File: src/cs_defs.vh
`ifndef CS_DEFS_VH
`define CS_DEFS_VH

// number of select lines and register port width
`define CS_LINES        4
`define CS_RADDR_W      8
`define CS_DATA_W       16

// register byte offsets, one aligned word each
`define CS_OFF_OPT0     8'h00
`define CS_OFF_BASE0    8'h10
`define CS_OFF_CTRL     8'h20
`define CS_OFF_STAT     8'h24
`define CS_OFF_STEP     8'h04

// option word fields
`define CS_OPT_ACK_HI   15
`define CS_OPT_ACK_LO   13
`define CS_OPT_MSK_HI   12
`define CS_OPT_MSK_LO   2
`define CS_OPT_DIRM     1
`define CS_OPT_SPACE    0

// base word fields
`define CS_BAS_FC_HI    15
`define CS_BAS_FC_LO    13
`define CS_BAS_ADR_HI   12
`define CS_BAS_ADR_LO   2
`define CS_BAS_RW       1
`define CS_BAS_EN       0

// control and status bits
`define CS_CTL_FAULT_ON 0
`define CS_CTL_EXTRA_WS 1
`define CS_STA_GUARD    0

// reset values
`define CS_OPT_RST      16'hdffd
`define CS_BAS0_RST     16'hc001
`define CS_BASN_RST     16'hc000
`define CS_CTL_RST      2'h0

// codes and counts
`define CS_ACK_EXT      3'h7
`define CS_FC_NONE      3'h7
`define CS_CNT_W        4
`define CS_CNT_MAX      4'hf

`endif

File: src/cs_match.v
`timescale 1ns/1ps
`default_nettype none
`include "cs_defs.vh"

// address, direction and space compare for one select line
module cs_match
(
    input  wire [15:0] i_opt,     // option word
    input  wire [15:0] i_base,    // base word
    input  wire [10:0] i_addr,    // upper address lines
    input  wire [2:0]  i_fc,      // bus function code
    input  wire        i_read,    // 1 = read cycle
    output wire        o_hit,     // line may assert
    output wire        o_guard    // write to read-only region
);

    wire [10:0] mask;
    wire [10:0] base_adr;
    wire [2:0]  base_fc;
    wire        addr_ok;
    wire        fc_ok;
    wire        fc_none;
    wire        dir_ok;
    wire        pre_ok;
    wire        dirm;
    wire        base_rw;

    // field extraction
    assign mask     = i_opt[`CS_OPT_MSK_HI:`CS_OPT_MSK_LO];
    assign base_adr = i_base[`CS_BAS_ADR_HI:`CS_BAS_ADR_LO];
    assign base_fc  = i_base[`CS_BAS_FC_HI:`CS_BAS_FC_LO];
    assign dirm     = i_opt[`CS_OPT_DIRM];
    assign base_rw  = i_base[`CS_BAS_RW];

    // per-bit masking, so gaps in the mask give aliased blocks
    assign addr_ok = ((i_addr ^ base_adr) & mask) == 11'h000;

    // space compare only when enabled
    assign fc_ok = ~i_opt[`CS_OPT_SPACE] | (i_fc == base_fc);

    // code all ones never selects, compare or not
    assign fc_none = (i_fc == `CS_FC_NONE);

    // direction: rw bit 1 means write only
    assign dir_ok = ~dirm | (base_rw ? ~i_read : i_read);

    assign pre_ok = i_base[`CS_BAS_EN] & addr_ok & fc_ok & ~fc_none;

    assign o_hit   = pre_ok & dir_ok;
    assign o_guard = pre_ok & dirm & ~base_rw & ~i_read;

endmodule
`default_nettype wire

File: src/cs_top.v
// Strobed register access and the register addresses were chosen for this implementation.
`timescale 1ns/1ps
`default_nettype none
`include "cs_defs.vh"

// How it works
// - codes 0..6 give that many waits
// - all-ones code leaves acknowledge to peripheral
// - reset loads six waits in acknowledge field
// - waits counted on the system clock
// - zero waits acknowledges without a clock edge
// - cleared mask bit drops that address bit
// - reset sets all mask bits to one
// - direction mask limits line to one direction
// - direction mask clears on reset
// - space match compares programmed function code
// - space match sets on reset
// - function code all ones never selects
// - mask bits act individually, allowing aliases
// - option word field layout fixed
// - compare only upper address lines
// - disabled line never asserts
// - write to read-only flags, faults, no select
// - acknowledge only with an asserted select
module cs_top
(
    input  wire                   i_clk_sys,         // system clock
    input  wire                   i_reset_n,         // sync reset, low
    input  wire                   i_clk_en,          // freezes state when low
    input  wire [`CS_RADDR_W-1:0] i_reg_addr,        // register byte address
    input  wire [`CS_DATA_W-1:0]  i_reg_wdata,       // register write data
    input  wire                   i_reg_wr,          // write strobe
    input  wire                   i_reg_rd,          // read strobe
    output reg  [`CS_DATA_W-1:0]  o_reg_rdata,       // read data, next cycle
    input  wire [23:0]            i_bus_addr,        // bus address
    input  wire [2:0]             i_bus_fc,          // bus function code
    input  wire                   i_bus_read,        // 1 = read cycle
    input  wire                   i_address_strobe_n,// address strobe, low
    input  wire                   i_ext_master,      // cycle run by outside master
    input  wire                   i_transfer_ack_n,  // ack pin input, low
    output wire [`CS_LINES-1:0]   o_select_n,        // select lines, low
    output wire                   o_transfer_ack_n,  // ack pin output, low
    output wire                   o_transfer_ack_oe, // ack pin drive enable
    output wire                   o_cycle_end,       // cycle may terminate
    output wire                   o_bus_fault_n      // bus fault, low
);

    // option and base words, one per line; arrays keep the line index
    // a plain number inside the generate loop below
    reg  [15:0] opt_reg   [0:`CS_LINES-1];
    reg  [15:0] base_reg  [0:`CS_LINES-1];
    reg  [1:0]  ctrl_reg;
    reg  [1:0]  ctrl_next;
    reg         guard_flag_reg;
    reg         guard_flag_next;
    reg  [`CS_CNT_W-1:0] cnt_reg;
    reg  [`CS_CNT_W-1:0] cnt_next;
    reg  [`CS_DATA_W-1:0] rdata_next;

    wire [`CS_LINES-1:0] hit;
    wire [`CS_LINES-1:0] guard;
    wire [`CS_LINES-1:0] win;
    wire                 strobe_on;
    wire                 any_hit;
    wire                 guard_any;
    wire [2:0]           ack_code;
    wire                 ack_internal;
    wire [`CS_CNT_W-1:0] wait_cnt;
    wire                 wait_done;
    wire                 ack_int;
    wire                 fault_on;
    wire                 extra_ws;

    // offsets of lines 1 to 3, summed from 8-bit terms so the read mux
    // case items keep the width of the register address
    localparam [`CS_RADDR_W-1:0] OFF_OPT1  = `CS_OFF_OPT0 + `CS_OFF_STEP;
    localparam [`CS_RADDR_W-1:0] OFF_OPT2  = OFF_OPT1 + `CS_OFF_STEP;
    localparam [`CS_RADDR_W-1:0] OFF_OPT3  = OFF_OPT2 + `CS_OFF_STEP;
    localparam [`CS_RADDR_W-1:0] OFF_BASE1 = `CS_OFF_BASE0 + `CS_OFF_STEP;
    localparam [`CS_RADDR_W-1:0] OFF_BASE2 = OFF_BASE1 + `CS_OFF_STEP;
    localparam [`CS_RADDR_W-1:0] OFF_BASE3 = OFF_BASE2 + `CS_OFF_STEP;

    // true when the address hits one register word
    // full-width compare, so no word shows up at an alias offset
    function reg_at;
        input [`CS_RADDR_W-1:0] addr;
        input [`CS_RADDR_W-1:0] off;
        begin
            reg_at = (addr == off);
        end
    endfunction

    // lowest-numbered hit wins, the rest are suppressed
    // overlap is a software error; this keeps one select on the bus
    function [`CS_LINES-1:0] first_hit;
        input [`CS_LINES-1:0] h;
        integer k;
        reg     found;
        begin
            first_hit = {`CS_LINES{1'b0}};
            found     = 1'b0;
            for (k = 0; k < `CS_LINES; k = k + 1)
            begin
                if (h[k] && !found)
                begin
                    first_hit[k] = 1'b1;
                    found        = 1'b1;
                end
            end
        end
    endfunction

    assign strobe_on = ~i_address_strobe_n;
    assign fault_on  = ctrl_reg[`CS_CTL_FAULT_ON];
    assign extra_ws  = ctrl_reg[`CS_CTL_EXTRA_WS];

    // one compare unit and one pair of words per line
    genvar g;
    generate
        for (g = 0; g < `CS_LINES; g = g + 1)
        begin : g_line
            wire wr_opt;
            wire wr_base;

            // offsets worked out as integers, then cut to the address width
            localparam integer OPT_AT_I  = `CS_OFF_OPT0 + g * `CS_OFF_STEP;
            localparam integer BASE_AT_I = `CS_OFF_BASE0 + g * `CS_OFF_STEP;
            localparam [`CS_RADDR_W-1:0] OPT_AT  = OPT_AT_I[`CS_RADDR_W-1:0];
            localparam [`CS_RADDR_W-1:0] BASE_AT = BASE_AT_I[`CS_RADDR_W-1:0];

            assign wr_opt  = i_reg_wr & reg_at(i_reg_addr, OPT_AT);
            assign wr_base = i_reg_wr & reg_at(i_reg_addr, BASE_AT);

            // option word resets to six waits, full mask, space match on
            // a write in mid-cycle takes effect at once; reprogram idle lines
            always @(posedge i_clk_sys)
            begin
                if (!i_reset_n)
                begin
                    opt_reg[g] <= `CS_OPT_RST;
                end
                else if (i_clk_en && wr_opt)
                begin
                    opt_reg[g] <= i_reg_wdata;
                end
            end

            // only line 0 comes up enabled, for the boot memory
            // the enable bit lives here, so software writes this word after
            // the option word to avoid a half-programmed live line
            always @(posedge i_clk_sys)
            begin
                if (!i_reset_n)
                begin
                    base_reg[g] <= (g == 0) ? `CS_BAS0_RST : `CS_BASN_RST;
                end
                else if (i_clk_en && wr_base)
                begin
                    base_reg[g] <= i_reg_wdata;
                end
            end

            cs_match u_match
            (
                .i_opt   (opt_reg[g]),
                .i_base  (base_reg[g]),
                .i_addr  (i_bus_addr[23:13]),
                .i_fc    (i_bus_fc),
                .i_read  (i_bus_read),
                .o_hit   (hit[g]),
                .o_guard (guard[g])
            );
        end
    endgenerate

    // select decode is combinational so lines follow the strobe edge
    // outside masters see the lines a little later; that is covered by
    // the extra wait bit in software, nothing here slows the lines
    assign win        = first_hit(hit);
    assign any_hit    = |hit;
    assign o_select_n = ~(win & {`CS_LINES{strobe_on}});

    // acknowledge field of the winning line
    // with no hit the line 3 fallback is harmless: any_hit gates it below
    assign ack_code = win[0] ? opt_reg[0][`CS_OPT_ACK_HI:`CS_OPT_ACK_LO] :
                      win[1] ? opt_reg[1][`CS_OPT_ACK_HI:`CS_OPT_ACK_LO] :
                      win[2] ? opt_reg[2][`CS_OPT_ACK_HI:`CS_OPT_ACK_LO] :
                               opt_reg[3][`CS_OPT_ACK_HI:`CS_OPT_ACK_LO];

    // all-ones code hands the acknowledge to the peripheral
    // the peripheral then decides the cycle length on its own
    assign ack_internal = any_hit & (ack_code != `CS_ACK_EXT);

    // outside masters optionally get one more wait state
    // the extra wait adds to the target, so zero waits becomes one edge
    assign wait_cnt = {1'b0, ack_code} +
                      {{(`CS_CNT_W-1){1'b0}}, i_ext_master & extra_ws};

    // wait states counted in system clock edges after the strobe
    // asynchronous masters are timed on this clock too, never their own;
    // four bits hold the largest target of seven with room to saturate,
    // so a strobe held long after an internal ack never wraps back to a small count
    always @*
    begin
        cnt_next = cnt_reg;
        if (!strobe_on)
        begin
            cnt_next = {`CS_CNT_W{1'b0}};
        end
        else if (ack_internal && cnt_reg != `CS_CNT_MAX)
        begin
            cnt_next = cnt_reg + {{(`CS_CNT_W-1){1'b0}}, 1'b1};
        end
    end

    always @(posedge i_clk_sys)
    begin
        if (!i_reset_n)
        begin
            cnt_reg <= {`CS_CNT_W{1'b0}};
        end
        else if (i_clk_en)
        begin
            cnt_reg <= cnt_next;
        end
    end

    // zero waits bypasses the counter, so no edge is needed
    // trade-off: that path is pure logic from the strobe, so its delay
    // follows the decode depth instead of a flop
    assign wait_done = (wait_cnt == {`CS_CNT_W{1'b0}}) |
                       (cnt_reg >= wait_cnt);

    // the counter saturates, so ack holds until the strobe drops
    // a strobe longer than fifteen edges still sees a steady ack
    assign ack_int = strobe_on & ack_internal & wait_done;

    assign o_transfer_ack_n  = ~ack_int;
    // driving only internal regions relies on peripherals keeping off
    // the pin is shared; oe high means this side pulls it, so an outside
    // driver on the same region would fight it
    assign o_transfer_ack_oe = strobe_on & ack_internal;

    // cycle ends on internal ack, or on the pin for external regions
    // the pin input is only trusted for lines coded for outside ack
    assign o_cycle_end = ack_int |
                         (strobe_on & any_hit & ~ack_internal &
                          ~i_transfer_ack_n);

    // a guarded write only counts when no other line takes it
    // the flag sets on every such cycle, the fault only with its enable;
    // the select stays high, so the write never reaches the memory
    assign guard_any     = strobe_on & (|guard) & ~any_hit;
    assign o_bus_fault_n = ~(guard_any & fault_on);

    // control word: fault enable and outside-master extra wait
    // a strobe during a freeze is lost, not queued for later
    always @*
    begin
        ctrl_next = ctrl_reg;
        if (i_reg_wr && reg_at(i_reg_addr, `CS_OFF_CTRL))
        begin
            ctrl_next = i_reg_wdata[1:0];
        end
    end

    always @(posedge i_clk_sys)
    begin
        if (!i_reset_n)
        begin
            ctrl_reg <= `CS_CTL_RST;
        end
        else if (i_clk_en)
        begin
            ctrl_reg <= ctrl_next;
        end
    end

    // sticky violation flag, write one clears, a new event wins
    // set wins so a violation in the clearing cycle is never lost
    always @*
    begin
        guard_flag_next = guard_flag_reg;
        if (i_reg_wr && reg_at(i_reg_addr, `CS_OFF_STAT) &&
            i_reg_wdata[`CS_STA_GUARD])
        begin
            guard_flag_next = 1'b0;
        end
        if (guard_any)
        begin
            guard_flag_next = 1'b1;
        end
    end

    always @(posedge i_clk_sys)
    begin
        if (!i_reset_n)
        begin
            guard_flag_reg <= 1'b0;
        end
        else if (i_clk_en)
        begin
            guard_flag_reg <= guard_flag_next;
        end
    end

    // read mux; unmapped addresses read zero
    // reads have no side effects; the flag clears only by a write,
    // so a polling loop cannot lose an event
    always @*
    begin
        rdata_next = {`CS_DATA_W{1'b0}};
        case (i_reg_addr)
            `CS_OFF_OPT0:                  rdata_next = opt_reg[0];
            OFF_OPT1:                      rdata_next = opt_reg[1];
            OFF_OPT2:                      rdata_next = opt_reg[2];
            OFF_OPT3:                      rdata_next = opt_reg[3];
            `CS_OFF_BASE0:                 rdata_next = base_reg[0];
            OFF_BASE1:                     rdata_next = base_reg[1];
            OFF_BASE2:                     rdata_next = base_reg[2];
            OFF_BASE3:                     rdata_next = base_reg[3];
            `CS_OFF_CTRL:  rdata_next = {14'h0000, ctrl_reg};
            `CS_OFF_STAT:  rdata_next = {15'h0000, guard_flag_reg};
            default:       rdata_next = {`CS_DATA_W{1'b0}};
        endcase
    end

    // read data stands only in the cycle after the strobe
    // zero outside the slot keeps a stale word off a shared read path,
    // at the cost of one more gate in front of the output flops
    always @(posedge i_clk_sys)
    begin
        if (!i_reset_n)
        begin
            o_reg_rdata <= {`CS_DATA_W{1'b0}};
        end
        else if (i_clk_en)
        begin
            o_reg_rdata <= i_reg_rd ? rdata_next : {`CS_DATA_W{1'b0}};
        end
    end

endmodule
`default_nettype wire
File: config.mk
export PLATFORM = sky130hd
export DESIGN_NAME = cs_top
export DESIGN_NICKNAME = d
export VERILOG_FILES = /design/src/cs_match.v /design/src/cs_top.v
export VERILOG_INCLUDE_DIRS = /design/src
export SDC_FILE = /design/constraint.sdc
export NUM_CORES = 1
export LEC_CHECK = 0
export ABC_CLOCK_PERIOD_IN_PS = 3900
export BUFFER_PORTS_ARGS = -buffer_cell sky130_fd_sc_hd__buf_2
export CORE_MARGIN = 4
export CORE_UTILIZATION = 45
export DETAILED_ROUTE_END_ITERATION = 8
export PLACE_DENSITY_LB_ADDON = 0.2
export REMOVE_ABC_BUFFERS = 1
export SYNTH_ARGS = -nofsm -noshare
export SYNTH_HDL_FRONTEND = slang
export SYNTH_SLANG_ARGS = --single-unit
File: constraint.sdc
create_clock -name i_clk_sys -period 3.9 [get_ports i_clk_sys]
set_input_delay 0 -clock i_clk_sys [delete_from_list [all_inputs] [get_ports i_clk_sys]]
set_output_delay 0 -clock i_clk_sys [all_outputs]
set_load 0.01 [all_outputs]
==> flow_metrics.py <==
metrics = {
    "run_status": {
        "status": "finished with violations",
        "failed_checks": "setup timing",
    },
    "floorplan": {
        "die_w_um": 139.8,
        "die_y_um": 139.8,
        "fp-row-count": 47,
        "die_area_mm2": 0.01954,
        "coreArea_mm2": 0.01682,
        "io_pins": 84,
        "start_util_pct": 46.46,
    },
    "worst_hold_path": {
        "hold_class": "in2reg",
    },
    "placed_design": {
        "io_buffer_count": 70,
        "gp_congestion": 0.9300,
        "pre_cts_ws_ps": -205.1,
        "place_hpwl_mm": 16.98,
        "place_inst": 969,
    },
    "layout": {
        "regArea_mm2": 0.004304,
        "layout.nets": 856,
        "utilization_pct": 56.65,
        "antenna_cells": 0,
        "multiInputGateArea_mm2": 0.003458,
        "area_delta_synth_final_pct": 21.94,
        "drive_gt1_share_pct": 29.34,
        "instances_no_fill": 1021,
        "n_fill_cell": 1468,
    },
    "logic_synthesis": {
        "synth_xor_area_share_pct": 6.837,
        "syn_area_mm2": 0.007814,
        "synthCells": 690,
        "avgSynthCellArea_um2": 11.32,
        "yosys_most_used_dff": "edfxtp_1",
        "async_flop_share_pct": 0,
        "yosys.area_share.simple_pct": 18.62,
        "synth.top_cells.by_area": "edfxtp_1, xor2_1, dfxtp_1, a22oi_1, or2_2",
        "yosys.area.top_type": "edfxtp_1",
        "synth_most_common_cell": "edfxtp_1",
        "synth_top_area_share_pct": 49.19,
        "ys_types": 59,
        "synth_common_cells": "edfxtp_1, or2_2, xor2_1, a22oi_1, nor2_1",
        "muxShareOfSynthArea_pct": 0.6886,
        "ys_seq_area_share_pct": 55.08,
        "synth_top_family_by_area": "simple AND/OR/NAND/NOR gates",
        "yosys_warnings": 0,
        "synth_edf_count": 128,
        "synth-compound-area-share_pct": 14.72,
        "ys_ff_latch": 151,
        "synth_fa_ha_area_share_pct": 1.121,
    },
    "drt": {
        "finalWirelength_mm": 25.32,
        "first_pass_iters": 6,
        "vias": 6283,
        "drc_errors": 0,
        "avgViaCountPerCell": 6.154,
        "ant_nets": 0,
        "wl_per_cell_um": 24.80,
        "first_iter_violations": 734,
    },
    "cts": {
        "root_buffer": "clkbuf_16",
        "clk_pin_slew_ps": 70,
        "clockBufferDepth": 2,
        "cts_max_level": 4,
        "cts_made_buffers": 17,
        "cts_tree": "yes",
        "clk_latency_ps": 430,
        "clock_sinks": 151,
    },
    "global_routing": {
        "use_met2_pct": 39.98,
        "grt_use_total_pct": 25.70,
        "grt_pass1_vias": 6324,
        "grt-busiest-layer": "met2",
        "antenna_found_initial": 0,
        "grt_max_degree": 29,
        "grtUsageMet3_pct": 5.660,
        "grt_pass1_wl_mm": 38.01,
        "grt.overflow.total": 0,
        "grtUsageMet1_pct": 35.32,
    },
    "sta": {
        "max_freq_mhz": 236.4,
        "finalHoldViolations": 0,
        "setup_viol": 2,
        "maxSlewHeadroom_pct": 21.52,
        "setup_ws_ps": -330.9,
        "holdWs_ps": 18.81,
        "fin_crit_ps": 4231,
        "finalClockSkew_ps": 10.36,
        "rsz0062_at_grt": "true",
        "worst_pin_slew_ps": 1177,
        "drv_slew": 0,
        "finalCritPeriodShare_pct": 108.5,
    },
    "worst_setup_path": {
        "path_class": "reg2out",
        "crit_required_ps": 3900,
        "arrival_ps": 4230,
        "r2r_slack_ps": 870,
        "end_kind": "output port",
        "start_kind": "flop",
        "path_max_fanout": 2,
    },
    "job": {
        "maxCapViolations": 0,
    },
    "power": {
        "total_power_mw": 3.969,
        "p_leak_nw": 3.470,
        "vdd_drop_max_mv": 0.3272,
        "power.density_mw_per_mm2": 416.5,
    },
}
-- worst paths after layout --
kind | startpoint | to | depth (start not counted)
worst max register to register | base_reg[2][11]$_SDFFCE_PN0P_ | cnt_reg[0]$_SDFFE_PN0P_ | 11
worst min register to register | o_reg_rdata[3]$_SDFFE_PN0P_ | o_reg_rdata[3]$_SDFFE_PN0P_ | 2
worst min-delay path | i_bus_read | guard_flag_reg$_SDFFE_PN0P_ | 3
worst max-delay path | base_reg[1][5]$_SDFFCE_PN0P_ | o_cycle_end | 17
-- final cells by class --
| class | instances | share of cell area, % |
|---|---|---|
| clock inverter | 11 | 1.799 |
| timing repair buffer | 123 | 8.615 |
| multi-input combinational | 483 | 36.30 |
| tap | 220 | 2.889 |
| sequential | 151 | 45.17 |
| clock buffer | 20 | 4.688 |
| inverter | 13 | 0.5384 |
-- per-stage QoR --
| step | instance area [µm²] | TNS (ps) |
|---|---|---|
| 2_1_floorplan | 7634 | 0 |
| 3_3_place_gp | 8554 | -117.9 |
| 3_5_place_dp | 8554 | -383.0 |
| 4_1_cts | 9422 | -561.2 |
| 5_1_grt | 9528 | -850.4 |
| 6_report | 9528 | -624.9 |
-- repair_timing --
| action | in CTS | in global routing |
|---|---|---|
| endpoints found under the hold margin | 107 | 0 |
| pin swaps | 15 | 16 |
| setup buffers | 4 | 3 |
| gates resized for setup | 13 | 15 |
| hold buffers | 15 | 0 |
| setup endpoints to repair | 2 | 2 |
-- metal layers --
metal	vias to the layer above	routed length, µm
li1	2801	-
met1	3111	10850
met2	318	11770
met3	53	2098
met4	0	597
met5	-	0
-- cell usage in the layout, fill, tap and decap left out, types with 5 or more instances in the layout --
cell type      netlist  routed
edfxtp_1           128     128
buf_2                2      69
xor2_1              58      58
or2_2               58      58
a22oi_1             54      47
nor2_1              40      38
and3_1              38      38
buf_4                0      35
nand2_1             25      24
dfxtp_1             23      23
a21oi_1             21      21
a31oi_1             18      18
nand3_1             18      17
clkbuf_16            0      17
nor3_1              17      16
and2_1              16      16
a221oi_1            16      15
dlygate4sd3_1        0      15
a22o_1              14      14
inv_1               12      10
or3_1               10      10
a22oi_2              0       7
nand2b_1             8       7
nand4_1              5       5
-- cell families after synthesis --
group / Yosys count
adder cells (fa/ha/maj): 7
multiplexers: 5
flip-flops: 151
buffers and inverters: 56
AND/OR/NAND/NOR: 257
AO/OA/AOI/OAI: 153
XOR/XNOR: 61
-- worst max-delay path, stage by stage (launching register included) --
cell,delay [ps]
edfxtp_1,410
xor2_1,170
a22oi_2,300
nand4_1,220
a211oi_4,270
or3b_4,430
o211ai_4,80
inv_2,70
ha_4,170
ha_4,270
inv_4,30
ha_4,200
a21o_1,160
a21o_1,210
a221oi_2,330
o31ai_2,130
o211a_1,220
buf_2,130
-- power by group --
group | internal (mW) | leakage, nW | switching, mW
clock network | 1.09 | 0.297 | 0.675
registers | 1.82 | 1.44 | 0.0556
logic | 0.122 | 1.73 | 0.211
total | 3.03 | 3.47 | 0.941
No activity file was read; power rests on OpenSTA's default activity.
